===== config.mk =====
export PLATFORM = sky130hd
export DESIGN_NAME = lfwc_correlator
export DESIGN_NICKNAME = d
export VERILOG_FILES = /design/src/lfwc_pkg.sv /design/src/lfwc_correlator.sv
export SDC_FILE = /design/constraint.sdc
export NUM_CORES = 1
export LEC_CHECK = 0
export BUFFER_PORTS_ARGS = -buffer_cell sky130_fd_sc_hd__buf_4
export CAP_MARGIN = 5
export CORE_ASPECT_RATIO = 0.5
export CORE_MARGIN = 4
export CORE_UTILIZATION = 54
export CTS_BUF_LIST = sky130_fd_sc_hd__clkbuf_4
export CTS_CLUSTER_SIZE = 10
export DETAILED_ROUTE_END_ITERATION = 10
export PLACE_DENSITY = 0.74
export SETUP_SLACK_MARGIN = 0.02
export SLEW_MARGIN = 20
export SYNTH_ARGS = -nofsm -noshare
export SYNTH_HDL_FRONTEND = slang
export SYNTH_SLANG_ARGS = --single-unit
export TNS_END_PERCENT = 30

===== constraint.sdc =====
create_clock -name clock -period 4.9 [get_ports clock]
set_input_delay 0.49 -clock clock [delete_from_list [all_inputs] [get_ports clock]]
set_output_delay 0.49 -clock clock [all_outputs]
set_load 0.02 [all_outputs]

===== src/lfwc_pkg.sv =====
// Purpose: Constants and types for the LF wake-up pattern correlator
// Assumes: 50 MHz system clock, RTC period marked by a one-cycle tick
// Notes: Register indices follow the device register numbering
package lfwc_pkg;
    // Register indices on the register port
    localparam logic [4:0] IDX_GENERAL_CONFIG = 5'h01;
    localparam logic [4:0] IDX_DETECT_TOL = 5'h02;
    localparam logic [4:0] IDX_PATTERN_A = 5'h05;
    localparam logic [4:0] IDX_PATTERN_B = 5'h06;
    localparam logic [4:0] IDX_BIT_TIMEOUT = 5'h07;
    localparam logic [4:0] IDX_FALSE_COUNT = 5'h0d;
    // Field positions
    localparam int POS_CORR_EN = 1;
    localparam int POS_DOUBLE = 2;
    localparam int POS_TOL_LO = 5;
    localparam int POS_TOUT_LO = 5;
    // Reset values
    localparam logic [7:0] RST_GENERAL_CONFIG = 8'h00;
    localparam logic [7:0] RST_DETECT_TOL = 8'h00;
    localparam logic [7:0] RST_PATTERN_A = 8'h96;
    localparam logic [7:0] RST_PATTERN_B = 8'h69;
    localparam logic [7:0] RST_BIT_TIMEOUT = 8'h0b;
    // Bit length limits in RTC periods, correlation windows in half bits
    localparam logic [5:0] BIT_LEN_MIN = 6'h04;
    localparam logic [5:0] BIT_LEN_MAX = 6'h20;
    localparam logic [7:0] PRE_WAIT_HALVES = 8'h20;  // 16 bits
    localparam logic [7:0] PRE_MIN_HALVES = 8'h08;   // 4 bits
    localparam logic [7:0] FRAME_MAX_HALVES = 8'h50; // 40 bits
    localparam logic [4:0] PATTERN_HALVES = 5'h10;
    localparam logic [1:0] GAP_HALVES = 2'h2;        // One bit
    // Timeout step
    localparam int CLK_HZ = 50_000_000;
    localparam int TOUT_STEP_MS = 50;
    localparam int TOUT_STEP_CYC = CLK_HZ / 1000 * TOUT_STEP_MS;

    typedef enum {
        ST_IDLE,
        ST_PREAMBLE,
        ST_PATTERN,
        ST_GAP,
        ST_WAKE
    } lfwc_state_t;

    typedef struct packed {
        logic corr_en;
        logic double_en;
        logic [1:0] tol;
        logic [4:0] bit_code;
        logic [2:0] tout_code;
    } lfwc_cfg_t;
endpackage : lfwc_pkg


===== src/lfwc_correlator.sv =====
// Purpose: Preamble and Manchester pattern correlator with wake output and timeout
// Assumes: Inputs synchronous to clock; rtc_tick marks one RTC period
// Notes: Envelope is sampled at the end of each half-bit interval
// What this block does
// - Correlation runs after frequency detection only when enabled, else wake follows detection directly.
// - If no preamble shows within 16 bits the block returns to listening and bumps the false count.
// - Pattern matching starts only after at least 4 bits of alternating preamble.
// - Bit length is the 5-bit code plus one RTC periods, from 4 at code 3 to 32 at code 31.
// - The expected pattern is 16 half bits held in two programmable bytes.
// - Manchester coding: low-high is symbol zero, high-low is symbol one.
// - The pattern is sent and compared most significant bit first.
// - A config bit picks single or double pattern, double needing two matches back to back.
// - A 2-bit field allows zero to three missed zero bits in the pattern.
// - A match within tolerance raises the wake output.
// - A failed detection ends quietly and increments the 8-bit false wake-up count.
// - The clear-wake command ends the wake state.
// - A 3-bit field ends the wake state after 50 ms per step, up to 350 ms.
// - Timeout counting starts at the rising edge of wake.
// - Wake rises one bit period after the last pattern bit.
module lfwc_correlator #(
    parameter int TOUT_STEP = lfwc_pkg::TOUT_STEP_CYC
) (
    input wire logic clock,
    input wire logic reset_n,
    input wire logic rtc_tick,
    input wire logic freq_detect,
    input wire logic envelope,
    input wire logic clear_wake,
    input wire logic reg_wr,
    input wire logic [4:0] reg_idx,
    input wire logic [7:0] reg_wdata,
    output logic [7:0] reg_rdata_q,
    output logic [7:0] false_wakeup_count_q,
    output logic wake_q
);
    logic [7:0] general_config_reg_q;
    logic [7:0] detection_tolerance_reg_q;
    logic [7:0] wake_pattern_byte_a_q;
    logic [7:0] wake_pattern_byte_b_q;
    logic [7:0] bit_period_and_timeout_q;
    lfwc_pkg::lfwc_cfg_t cfg;
    lfwc_pkg::lfwc_state_t state_q;
    logic [5:0] bit_len;
    logic [4:0] half_len;
    logic [4:0] tick_cnt_q;
    logic half_edge;
    logic [7:0] half_cnt_q;
    logic [7:0] pre_run_q;
    logic prev_env_q;
    logic [15:0] shift_q;
    logic [4:0] pat_cnt_q;
    logic first_done_q;
    logic [1:0] gap_cnt_q;
    logic [31:0] tout_cnt_q;
    logic [31:0] tout_limit_q;
    logic [15:0] shifted;
    logic [15:0] expected;
    logic [4:0] missed;
    logic exact_ones;
    logic match;
    logic fail;
    logic pre_ok;
    logic full_pat;

    // Count ones in a vector; used for tolerance checks
    function automatic logic [4:0] count_ones(input logic [15:0] v);
        logic [4:0] n;
        n = 5'h00;
        for (int i = 0; i < 16; i++) begin
            n = n + {4'h0, v[i]};
        end
        return n;
    endfunction : count_ones

    // Clamp the code so a reserved low code never gives a one-tick half bit
    function automatic logic [5:0] bit_len_of(input logic [4:0] code);
        logic [5:0] n;
        n = {1'b0, code} + 6'h01;
        if (n < lfwc_pkg::BIT_LEN_MIN) begin
            n = lfwc_pkg::BIT_LEN_MIN;
        end
        return n;
    endfunction : bit_len_of

    assign cfg.corr_en = general_config_reg_q[lfwc_pkg::POS_CORR_EN];
    assign cfg.double_en = general_config_reg_q[lfwc_pkg::POS_DOUBLE];
    assign cfg.tol = detection_tolerance_reg_q[lfwc_pkg::POS_TOL_LO +: 2];
    assign cfg.bit_code = bit_period_and_timeout_q[4:0];
    assign cfg.tout_code = bit_period_and_timeout_q[lfwc_pkg::POS_TOUT_LO +: 3];

    // Bit length and half-bit length; an odd length drops its spare tick
    assign bit_len = bit_len_of(cfg.bit_code);
    assign half_len = bit_len[5:1];
    assign half_edge = rtc_tick && (tick_cnt_q == half_len - 5'h01);

    // Pattern compare, MSB first: oldest half bit sits in the top position
    assign shifted = {shift_q[14:0], envelope};
    assign expected = {wake_pattern_byte_a_q, wake_pattern_byte_b_q};
    assign missed = count_ones(expected & ~shifted);
    assign exact_ones = ((shifted & ~expected) == 16'h0000);
    // A missed zero shows as a lost carrier half; extra carrier never passes
    assign match = exact_ones && (missed <= {3'h0, cfg.tol});
    // Preamble completes only when the eighth half on this edge still alternates
    assign pre_ok = (envelope != prev_env_q) && (pre_run_q + 8'h01 >= lfwc_pkg::PRE_MIN_HALVES);
    assign full_pat = (pat_cnt_q + 5'h01 >= lfwc_pkg::PATTERN_HALVES);
    // Failure: no preamble in the wait window, frame overrun, or a second copy that does not match
    assign fail = half_edge && (((state_q == lfwc_pkg::ST_PREAMBLE) && (half_cnt_q + 8'h01 >= lfwc_pkg::PRE_WAIT_HALVES)
        && !pre_ok)
        || ((state_q == lfwc_pkg::ST_PATTERN) && !(match && full_pat)
        && ((half_cnt_q + 8'h01 >= lfwc_pkg::FRAME_MAX_HALVES) || (first_done_q && full_pat))));

    // Register port writes; the false count is read only
    always_ff @(posedge clock or negedge reset_n) begin
        if (!reset_n) begin
            general_config_reg_q <= lfwc_pkg::RST_GENERAL_CONFIG;
            detection_tolerance_reg_q <= lfwc_pkg::RST_DETECT_TOL;
            wake_pattern_byte_a_q <= lfwc_pkg::RST_PATTERN_A;
            wake_pattern_byte_b_q <= lfwc_pkg::RST_PATTERN_B;
            bit_period_and_timeout_q <= lfwc_pkg::RST_BIT_TIMEOUT;
        end else if (reg_wr) begin
            case (reg_idx)
                lfwc_pkg::IDX_GENERAL_CONFIG: general_config_reg_q <= reg_wdata;
                lfwc_pkg::IDX_DETECT_TOL: detection_tolerance_reg_q <= reg_wdata;
                lfwc_pkg::IDX_PATTERN_A: wake_pattern_byte_a_q <= reg_wdata;
                lfwc_pkg::IDX_PATTERN_B: wake_pattern_byte_b_q <= reg_wdata;
                lfwc_pkg::IDX_BIT_TIMEOUT: bit_period_and_timeout_q <= reg_wdata;
                default: ;
            endcase
        end
    end

    // Registered read mux; unmapped indices read zero
    always_ff @(posedge clock or negedge reset_n) begin
        if (!reset_n) begin
            reg_rdata_q <= 8'h00;
        end else begin
            case (reg_idx)
                lfwc_pkg::IDX_GENERAL_CONFIG: reg_rdata_q <= general_config_reg_q;
                lfwc_pkg::IDX_DETECT_TOL: reg_rdata_q <= detection_tolerance_reg_q;
                lfwc_pkg::IDX_PATTERN_A: reg_rdata_q <= wake_pattern_byte_a_q;
                lfwc_pkg::IDX_PATTERN_B: reg_rdata_q <= wake_pattern_byte_b_q;
                lfwc_pkg::IDX_BIT_TIMEOUT: reg_rdata_q <= bit_period_and_timeout_q;
                lfwc_pkg::IDX_FALSE_COUNT: reg_rdata_q <= false_wakeup_count_q;
                default: reg_rdata_q <= 8'h00;
            endcase
        end
    end

    // RTC tick counter within a half bit; restarts at each new frame
    always_ff @(posedge clock or negedge reset_n) begin
        if (!reset_n) begin
            tick_cnt_q <= 5'h00;
        end else if (state_q == lfwc_pkg::ST_IDLE || state_q == lfwc_pkg::ST_WAKE || half_edge) begin
            tick_cnt_q <= 5'h00;
        end else if (rtc_tick) begin
            tick_cnt_q <= tick_cnt_q + 5'h01;
        end
    end

    // False wake-up counter wraps at 255, like any 8-bit counter
    always_ff @(posedge clock or negedge reset_n) begin
        if (!reset_n) begin
            false_wakeup_count_q <= 8'h00;
        end else if (fail) begin
            false_wakeup_count_q <= false_wakeup_count_q + 8'h01;
        end
    end

    // Correlation sequence from detection to wake
    always_ff @(posedge clock or negedge reset_n) begin
        if (!reset_n) begin
            state_q <= lfwc_pkg::ST_IDLE;
            half_cnt_q <= 8'h00;
            pre_run_q <= 8'h00;
            prev_env_q <= 1'b0;
            shift_q <= 16'h0000;
            pat_cnt_q <= 5'h00;
            first_done_q <= 1'b0;
            gap_cnt_q <= 2'h0;
        end else begin
            case (state_q)
                lfwc_pkg::ST_IDLE: begin
                    half_cnt_q <= 8'h00;
                    pre_run_q <= 8'h00;
                    prev_env_q <= 1'b0;
                    pat_cnt_q <= 5'h00;
                    first_done_q <= 1'b0;
                    gap_cnt_q <= 2'h0;
                    if (freq_detect) begin
                        state_q <= cfg.corr_en ? lfwc_pkg::ST_PREAMBLE : lfwc_pkg::ST_WAKE;
                    end
                end
                lfwc_pkg::ST_PREAMBLE: if (half_edge) begin
                    half_cnt_q <= half_cnt_q + 8'h01;
                    prev_env_q <= envelope;
                    // A run of alternating halves is the on/off preamble
                    pre_run_q <= (envelope != prev_env_q) ? pre_run_q + 8'h01 : 8'h00;
                    if (fail) begin
                        state_q <= lfwc_pkg::ST_IDLE;
                    end else if (pre_ok) begin
                        state_q <= lfwc_pkg::ST_PATTERN;
                        shift_q <= 16'h0000;
                    end
                end
                lfwc_pkg::ST_PATTERN: if (half_edge) begin
                    half_cnt_q <= half_cnt_q + 8'h01;
                    shift_q <= shifted;
                    pat_cnt_q <= (pat_cnt_q < lfwc_pkg::PATTERN_HALVES) ? pat_cnt_q + 5'h01 : pat_cnt_q;
                    if (match && (pat_cnt_q + 5'h01 >= lfwc_pkg::PATTERN_HALVES)) begin
                        if (cfg.double_en && !first_done_q) begin
                            first_done_q <= 1'b1;
                            pat_cnt_q <= 5'h00;
                        end else begin
                            state_q <= lfwc_pkg::ST_GAP;
                        end
                    end else if (fail) begin
                        // Overrun, or a second copy that did not follow directly
                        state_q <= lfwc_pkg::ST_IDLE;
                    end
                end
                lfwc_pkg::ST_GAP: if (half_edge) begin
                    gap_cnt_q <= gap_cnt_q + 2'h1;
                    if (gap_cnt_q + 2'h1 >= lfwc_pkg::GAP_HALVES) begin
                        state_q <= lfwc_pkg::ST_WAKE;
                    end
                end
                lfwc_pkg::ST_WAKE: begin
                    if (clear_wake) begin
                        state_q <= lfwc_pkg::ST_IDLE;
                    end else if (wake_q && tout_limit_q != 32'h0 && tout_cnt_q + 32'h1 >= tout_limit_q) begin
                        state_q <= lfwc_pkg::ST_IDLE;
                    end
                end
                default: state_q <= lfwc_pkg::ST_IDLE;
            endcase
        end
    end

    // Wake output follows the wake state one cycle later
    always_ff @(posedge clock or negedge reset_n) begin
        if (!reset_n) begin
            wake_q <= 1'b0;
        end else begin
            wake_q <= (state_q == lfwc_pkg::ST_WAKE) && !clear_wake;
        end
    end

    // Timeout counter starts at the wake rising edge; code 0 disables it
    always_ff @(posedge clock or negedge reset_n) begin
        if (!reset_n) begin
            tout_cnt_q <= 32'h0;
            tout_limit_q <= 32'h0;
        end else if (!wake_q) begin
            tout_cnt_q <= 32'h0;
            tout_limit_q <= 32'(cfg.tout_code) * 32'(TOUT_STEP);
        end else begin
            tout_cnt_q <= tout_cnt_q + 32'h1;
        end
    end

    a_no_corr_wake: assert property (@(posedge clock) disable iff (!reset_n)
        (state_q == lfwc_pkg::ST_IDLE && freq_detect && !cfg.corr_en && !clear_wake) |=> ##1 wake_q)
        else $error("Wake missing without correlation");
    a_pre_window: assert property (@(posedge clock) disable iff (!reset_n)
        state_q == lfwc_pkg::ST_PREAMBLE |-> half_cnt_q < lfwc_pkg::PRE_WAIT_HALVES)
        else $error("Preamble wait overran");
    a_pre_min_run: assert property (@(posedge clock) disable iff (!reset_n)
        $rose(state_q == lfwc_pkg::ST_PATTERN) |-> $past(pre_run_q) + 8'h01 >= lfwc_pkg::PRE_MIN_HALVES)
        else $error("Pattern started on short preamble");
    a_bit_len_range: assert property (@(posedge clock) disable iff (!reset_n)
        bit_len >= lfwc_pkg::BIT_LEN_MIN && bit_len <= lfwc_pkg::BIT_LEN_MAX)
        else $error("Bit length out of range");
    a_tol_match: assert property (@(posedge clock) disable iff (!reset_n)
        (state_q == lfwc_pkg::ST_PATTERN && half_edge && full_pat && missed > {3'h0, cfg.tol})
        |=> state_q != lfwc_pkg::ST_GAP)
        else $error("Match beyond tolerance");
    a_fail_count: assert property (@(posedge clock) disable iff (!reset_n)
        fail |=> false_wakeup_count_q == $past(false_wakeup_count_q) + 8'h01 && !wake_q)
        else $error("False count not bumped");
    a_clear_ends: assert property (@(posedge clock) disable iff (!reset_n)
        (wake_q && clear_wake) |=> !wake_q ##1 !wake_q)
        else $error("Clear did not end wake");
    a_gap_wake: assert property (@(posedge clock) disable iff (!reset_n)
        $rose(state_q == lfwc_pkg::ST_WAKE) && $past(state_q == lfwc_pkg::ST_GAP) |-> ##1 wake_q)
        else $error("Wake late after pattern");
    a_tout_start: assert property (@(posedge clock) disable iff (!reset_n)
        $rose(wake_q) |=> tout_cnt_q == 32'h1)
        else $error("Timeout not started at wake edge");
    a_tout_end: assert property (@(posedge clock) disable iff (!reset_n)
        (wake_q && tout_limit_q != 32'h0 && tout_cnt_q > tout_limit_q) |-> 1'b0)
        else $error("Wake outlived timeout");
    a_pre_alt: assert property (@(posedge clock) disable iff (!reset_n)
        $rose(state_q == lfwc_pkg::ST_PATTERN) |-> $past(envelope) != $past(prev_env_q))
        else $error("Pattern started on a broken preamble");
    a_double_gap: assert property (@(posedge clock) disable iff (!reset_n)
        (state_q == lfwc_pkg::ST_GAP && cfg.double_en) |-> first_done_q)
        else $error("Double mode woke on one copy");
    c_wake_pattern: cover property (@(posedge clock) disable iff (!reset_n)
        state_q == lfwc_pkg::ST_GAP ##[1:200] wake_q);
    c_double_first: cover property (@(posedge clock) disable iff (!reset_n) $rose(first_done_q));
    c_false_wake: cover property (@(posedge clock) disable iff (!reset_n) fail);
    c_timeout: cover property (@(posedge clock) disable iff (!reset_n) wake_q && tout_limit_q != 32'h0 ##1 !wake_q);
    c_copy_fail: cover property (@(posedge clock) disable iff (!reset_n) fail && first_done_q);
endmodule : lfwc_correlator


# After elaboration in Yosys (flattened, before gate mapping)
# Cells that the tools add are included.
[totals]
inputBits = 20
ff_bits = 186
output_inout_bits = 17
[classes]
magnitude_cmp = 9
n_bitwise = 4
addsub = 24
n_mul = 1
n_reduce_logical = 45
muxes = 42
n_eq_ne = 29
[ops]
columns = ["cell", "count"]
rows = [
  ["$mux W32", 13],
  ["$pmux W32 S5", 1],
  ["$eq A32 B2 Y1 const B", 3],
  ["$eq A32 B3 Y1 const B", 2],
  ["$logic_not A32 Y1", 2],
  ["$mux W15", 4],
  ["$add A5 B1 Y5", 11],
  ["$pmux W8 S6", 1],
  ["$add A32 B1 Y32 const B", 1],
  ["$and A16 B16 Y16", 2],
  ["$eq A32 B1 Y1 const B", 1],
  ["$eq A32 B4 Y1 const B", 1],
  ["$ge A32 B25 Y1", 1],
  ["$not A16 Y16", 2],
  ["$pmux W8 S2", 2],
  ["$reduce_bool A32 Y1", 1],
  ["$mux W5", 6],
  ["$pmux W15 S2", 1],
  ["$add A8 B1 Y8 const B", 3],
  ["$mux W8", 3],
  ["$mul A3 B17 Y20 const B", 1],
  ["$ne A2 B2 Y1 const B", 9],
  ["$reduce_and A2 Y1", 9],
  ["$logic_not A16 Y1", 1],
  ["other kinds (39)", 73],
]

# Logic depth before layout (Yosys ltp)
[logic_depth]
word_depth = 29
mapped_depth = 21
ltp_nobuf = 19

# Least setup slack after synthesis
# OpenSTA, ideal clock, no wires.
[synth_path]
path_kind = "input to register"
startpoint = "input envelope"
endpoint = "register false_wakeup_count_q[1]"
path_stages = 19
setup_time_ps = 125
required_time_ps = 4775
t_arrival_ps = 5169
setup_slack_ps = -394
cell_sequence = "inv_1 nand2_1 fa_1 fa_1 inv_1 fa_1 fa_1 ha_1 fa_1 ha_1 nor2b_1 a2bb2oi_1 a2111oi_0 and3_1 clkbuf_1 o32ai_1 and2_1 buf_2 mux2_2"
[synth_between]
elab_chain_cells = 25
[synth_rtl]
columns = ["element", "line_no", "source"]
rows = [
  ["start, declared", "lfwc_correlator.sv:27", "input wire logic envelope,"],
  ["$not A16 Y16", "lfwc_correlator.sv:99", "assign missed = count_ones(expected & ~shifted);"],
  ["$and A16 B16 Y16", "lfwc_correlator.sv:99", ""],
  ["$add A1 B1 Y2", "lfwc_correlator.sv:70", "n = n + {4'h0, v[i]};"],
  ["$add A2 B1 Y3", "lfwc_correlator.sv:70", ""],
  ["$add A3 B1 Y4", "lfwc_correlator.sv:70", ""],
  ["$add A4 B1 Y5", "lfwc_correlator.sv:70", ""],
  ["$add A5 B1 Y5 (11 in a row)", "lfwc_correlator.sv:70", ""],
  ["$le A5 B2 Y1", "lfwc_correlator.sv:102", "assign match = exact_ones && (missed <= {3'h0, cfg.tol});"],
  ["$logic_and A1 B1 Y1", "lfwc_correlator.sv:102", ""],
  ["$logic_and A1 B1 Y1", "lfwc_correlator.sv:109", "|| ((state_q == lfwc_pkg::ST_PATTERN) && !(match && full_pat)"],
  ["$logic_not A1 Y1", "lfwc_correlator.sv:109", ""],
  ["$logic_and A1 B1 Y1", "lfwc_correlator.sv:109", ""],
  ["$logic_and A1 B1 Y1", "lfwc_correlator.sv:110", "&& ((half_cnt_q + 8'h01 >= lfwc_pkg::FRAME_MAX_HALVES) || (first_done_q && full_pat))));"],
  ["$logic_or A1 B1 Y1 *", "lfwc_correlator.sv:109", ""],
  ["$logic_and A1 B1 Y1 *", "lfwc_correlator.sv:107", "assign fail = half_edge && (((state_q == lfwc_pkg::ST_PREAMBLE) && (half_cnt_q + 8'h01 >= lfwc_pkg::PRE_WAIT_H ..."],
  ["end signal, assigned", "lfwc_correlator.sv:165", "false_wakeup_count_q <= false_wakeup_count_q + 8'h01;"],
  ["end, declared", "lfwc_correlator.sv:33", "output logic [7:0] false_wakeup_count_q,"],
]
# Mark *: on every way between the ends. The rest lies on a longest branch, timed or not.
# A chain may end at the register's enable or synchronous reset.

# Worst setup path in the final report
[layout_path]
startpoint = "register wake_pattern_byte_b_q[3]"
endpoint = "register state_q[0]"
[layout_between]
elab_chain_cells = 25
[layout_rtl]
columns = ["element", "line_no", "source"]
rows = [
  ["start, declared", "lfwc_correlator.sv:39", "logic [7:0] wake_pattern_byte_b_q;"],
  ["start signal, assigned", "lfwc_correlator.sv:118", "wake_pattern_byte_b_q <= lfwc_pkg::RST_PATTERN_B;"],
  ["start signal, assigned", "lfwc_correlator.sv:125", "lfwc_pkg::IDX_PATTERN_B: wake_pattern_byte_b_q <= reg_wdata;"],
  ["$and A16 B16 Y16", "lfwc_correlator.sv:99", ""],
  ["$add A3 B1 Y4", "lfwc_correlator.sv:70", ""],
  ["$add A4 B1 Y5", "lfwc_correlator.sv:70", ""],
  ["$add A5 B1 Y5 (11 in a row)", "lfwc_correlator.sv:70", ""],
  ["$le A5 B2 Y1", "lfwc_correlator.sv:102", ""],
  ["$logic_and A1 B1 Y1 *", "lfwc_correlator.sv:102", ""],
  ["$logic_and A1 B1 Y1 *", "lfwc_correlator.sv:109, lfwc_correlator.sv:209", ""],
  ["$logic_not A1 Y1", "lfwc_correlator.sv:109", ""],
  ["$logic_and A1 B1 Y1", "lfwc_correlator.sv:109", ""],
  ["$logic_and A1 B1 Y1", "lfwc_correlator.sv:110", ""],
  ["$logic_or A1 B1 Y1", "lfwc_correlator.sv:109", ""],
  ["$logic_and A1 B1 Y1", "lfwc_correlator.sv:107", ""],
  ["$mux W32", "lfwc_correlator.sv:198", "if (fail) begin"],
  ["$mux W32", "lfwc_correlator.sv:193", "lfwc_pkg::ST_PREAMBLE: if (half_edge) begin"],
  ["$pmux W32 S5", "lfwc_correlator.sv:181", "case (state_q)"],
  ["end signal, assigned", "lfwc_correlator.sv:190", "state_q <= cfg.corr_en ? lfwc_pkg::ST_PREAMBLE : lfwc_pkg::ST_WAKE;"],
  ["end signal, assigned", "lfwc_correlator.sv:199", "state_q <= lfwc_pkg::ST_IDLE;"],
  ["end signal, assigned", "lfwc_correlator.sv:201", "state_q <= lfwc_pkg::ST_PATTERN;"],
  ["end, declared", "lfwc_correlator.sv:42", "lfwc_pkg::lfwc_state_t state_q;"],
]
# Mark *: on every way between the ends. The rest lies on a longest branch, timed or not. The select of a mux whose other input is x is not followed.

==> results.json <==
{
  "run_status": "complete, but fails checks",
  "violations": "negative setup slack",
  "cp.arrival_ns": 5.65,
  "num_vias": 7190,
  "worst_pin_slew_ns": 0.982,
  "max_slew_margin": 0.328,
  "synth-edff-count": 0,
  "synth_flop_cell": "dfrtp_1",
  "cp_max_fo": 3,
  "grt_pass1_wl_um": 35700,
  "numPortBuffers": 36,
  "synth-seq-cells": 155,
  "drive_above_1_share": 0.184,
  "ys_warn_count": 0,
  "dr.pass1.iters": 6,
  "utilization": 0.616,
  "cp_slowest_cell": "dfstp_2",
  "max_stage_delay_ns": 0.56,
  "cts_tree": "yes",
  "cts_buffers": 17,
  "htree_levels": 4,
  "drt-total-wl_um": 21600,
  "row_count": 33,
  "grt_pass1_vias": 7162,
  "synth_fp_nets": 1007,
  "setup_ws_ns": -0.228,
  "die_x_um": 192,
  "ir_drop_uv": 252,
  "yosysSeqAreaShare": 0.427,
  "path_delay_family": "adder cells",
  "place.gp.congestion": 0.935,
  "worstSetupEndpointType": "flop",
  "clock-skew-final_ns": 0.0365,
  "grt_start_max_net_pins": 66,
  "cp.required_ns": 5.42,
  "dp.final_hpwl_um": 15400,
  "syn_area_per_cell_um2": 9.84,
  "overflow": 0,
  "routed_via_density": 5.89,
  "nets": 1059,
  "cts.sinks": 155,
  "dieHeight_um": 99.9,
  "finalHoldViolations": 0,
  "final_cell_mix": "dfrtp_1 (144), nand2_1 (70), inv_1 (64), buf_4 (64), o21ai_0 (54)",
  "cap_violations": 0,
  "insertion_delay_ns": 0.60,
  "ff2ff_path_depth": 17,
  "worstSetupPathDepth": 17,
  "rsz0062_at_grt": "true",
  "ios": 37,
  "finalSetupViolCount": 14,
  "start_util": 0.553,
  "mostFrequentLayoutCell": "dfrtp_1",
  "whs_ns": 0.109,
  "worstSetupPathType": "flop to flop",
  "yosys.area.top_type": "dfrtp_1",
  "drv_slew": 0,
  "core_um2": 16500,
  "synth_top_area_frac": 0.395,
  "max_clock_freq_mhz": 195,
  "dieArea_um2": 19200,
  "grt_antenna_before_repair": 1,
  "p_leak_uw": 0.00460,
  "hold_class": "input pin to flop",
  "cts_root_buffer": "clkbuf_4",
  "grt_usage": 0.231,
  "async_reset_ff_frac": 1.00,
  "ant_nets": 0,
  "crit_chain": "nand2_2 -> fa_1 -> fa_1 -> inv_1 -> fa_1 -> fa_1 -> ha_2 -> fa_1 -> ha_4 -> nor2b_4 -> a2bb2oi_2 -> a2111oi_2 -> and3_4 -> o21a_1 -> a21oi_2 -> nor4_2 -> mux2i_1",
  "crit_top_cell": "fa_1",
  "synth_cells": 927,
  "synth.distinct_cells": 67,
  "drc": 0,
  "layout_min_cycle_time_ns": 5.13,
  "cts.clk_slew.worst_paths_ns": 0.15,
  "syn-cell-area_um2": 9120,
  "power.density_nw_per_um2": 370,
  "post-route-period-util": 1.05,
  "syn_to_final_growth_pct": 11.4,
  "cts_buffer_depth": 2,
  "min_path_cells": 2,
  "cp_num_buf_inv": 1,
  "ys_top_cells_by_area": "dfrtp_1 (40%), ha_1 (6.7%), mux2_2 (5.9%), xnor2_1 (3.5%), dfstp_2 (3.2%)",
  "start_kind": "flop",
  "nFillCells": 1366,
  "wl_per_cell_um": 17.7,
  "first_iter_violations": 593
}
through the flow:
| step | std cells | worst slack (ns) | total power [µW] | instance area, µm² | setup TNS [ns] |
|---|---|---|---|---|---|
| 2_1_floorplan | 927 | -0.167 | 2440 | 9150 | -0.885 |
| 3_3_place_gp | 1184 | -0.372 | 2780 | 9750 | -3.79 |
| 3_5_place_dp | 1184 | -0.443 | 2830 | 9750 | -5.31 |
| 4_1_cts | 1217 | -0.219 | 3670 | 10100 | -2.42 |
| 5_1_grt | 1220 | -0.405 | 4000 | 10200 | -4.05 |
| 6_report | 1220 | -0.228 | 3760 | 10200 | -2.05 |
Yosys cell counts, drive strengths merged, types with 2 or more instances:
cell type    n
a2111oi      6
a211o        4
a211oi       2
a21boi       2
a21o         7
a21oi       32
a22oi       25
a2bb2oi      3
a31oi        9
and2        34
and3        17
and4         3
buf         12
clkbuf      21
dfrtp      144
dfstp       11
fa          11
ha          49
inv         64
maj3         3
mux2        48
mux2i        5
nand2       71
nand2b       8
nand3       51
nand4       23
nor2        35
nor2b       19
nor3        11
nor3b        5
nor4        16
nor4b        2
o211ai       2
o21ai       58
o22ai       14
o31ai       10
o41ai        2
or2          5
or3          7
or4          4
xnor2       37
xor2        21
worst register-to-register path, delay by kind of cell (launching register included):
family          cells  cell delay (ns)
fa+ha+maj           7             2.90
simple gates        4             0.78
compound gates      4             0.58
flops               1             0.56
mux                 1             0.21
buf+inv             1             0.05
state kept, by name, summed over array words and instances, names as in the netlist, 8 cells and up:
| register | cells |
|---|---|
| bit_period_and_timeout_q | 8 |
| detection_tolerance_reg_q | 8 |
| false_wakeup_count_q | 8 |
| general_config_reg_q | 8 |
| half_cnt_q | 8 |
| pre_run_q | 8 |
| reg_rdata_q | 8 |
| shift_q | 15 |
| tout_cnt_q | 32 |
| tout_limit_q | 18 |
| wake_pattern_byte_a_q | 8 |
| wake_pattern_byte_b_q | 8 |
timing repair:
item                                    CTS  global route
pin swaps                                 0             8
setup buffers                             0             2
hold buffers                              1             0
endpoints found under the hold margin    60             0
endpoints found under the setup margin   15            16
resized for setup                         2            17
final timing paths:
kind	from	end	slack [ns]
min reg2reg	tout_cnt_q[0]	tout_cnt_q[0]	0.50
max in group asynchronous	reset_n	tick_cnt_q[0]	3.38
max	wake_pattern_byte_b_q[3]	state_q[0]	-0.23
min in group asynchronous	reset_n	tout_cnt_q[20]	0.44
min	clear_wake	wake_q	0.11
max reg2reg	wake_pattern_byte_b_q[3]	state_q[0]	-0.23
layout make-up:
cell class                      count  area (µm²)  share of cell area
Inverter                           64         240              0.0237
Clock buffer                       18         135              0.0133
Multi-Input combinational cell    675        4940               0.486
Clock inverter                     14         161              0.0159
Timing Repair Buffer               66         502              0.0494
Antenna cell                        1        2.50            0.000246
Tap cell                          227         284              0.0280
Sequential cell                   155        3890               0.383
metal layers:
layer / share of wire / global-route usage / vias to the layer above
met1: 0.45 / 0.317 / 3520
met2: 0.47 / 0.375 / 209
li1: - / - / 3415
met5: 0 / 0 / -
met3: 0.053 / 0.0514 / 46
met4: 0.021 / 0.0667 / 0
power breakdown:
part	switching [µW]	internal, µW
combinational	678	549
clock	518	321
sequential	204	1490
total	1400	2360
cell families after synthesis:
kind of cell / after synthesis / share of synthesized area
muxes: 53 / 0.0648
and+or+nand+nor: 314 / 0.182
DFF: 155 / 0.427
xor gates and xnor gates: 58 / 0.0565
buffers and inverters: 97 / 0.0427
adders and majority gates: 63 / 0.0947
AOI/OAI and AO/OA: 187 / 0.132
No activity file was read; power rests on OpenSTA's default activity.
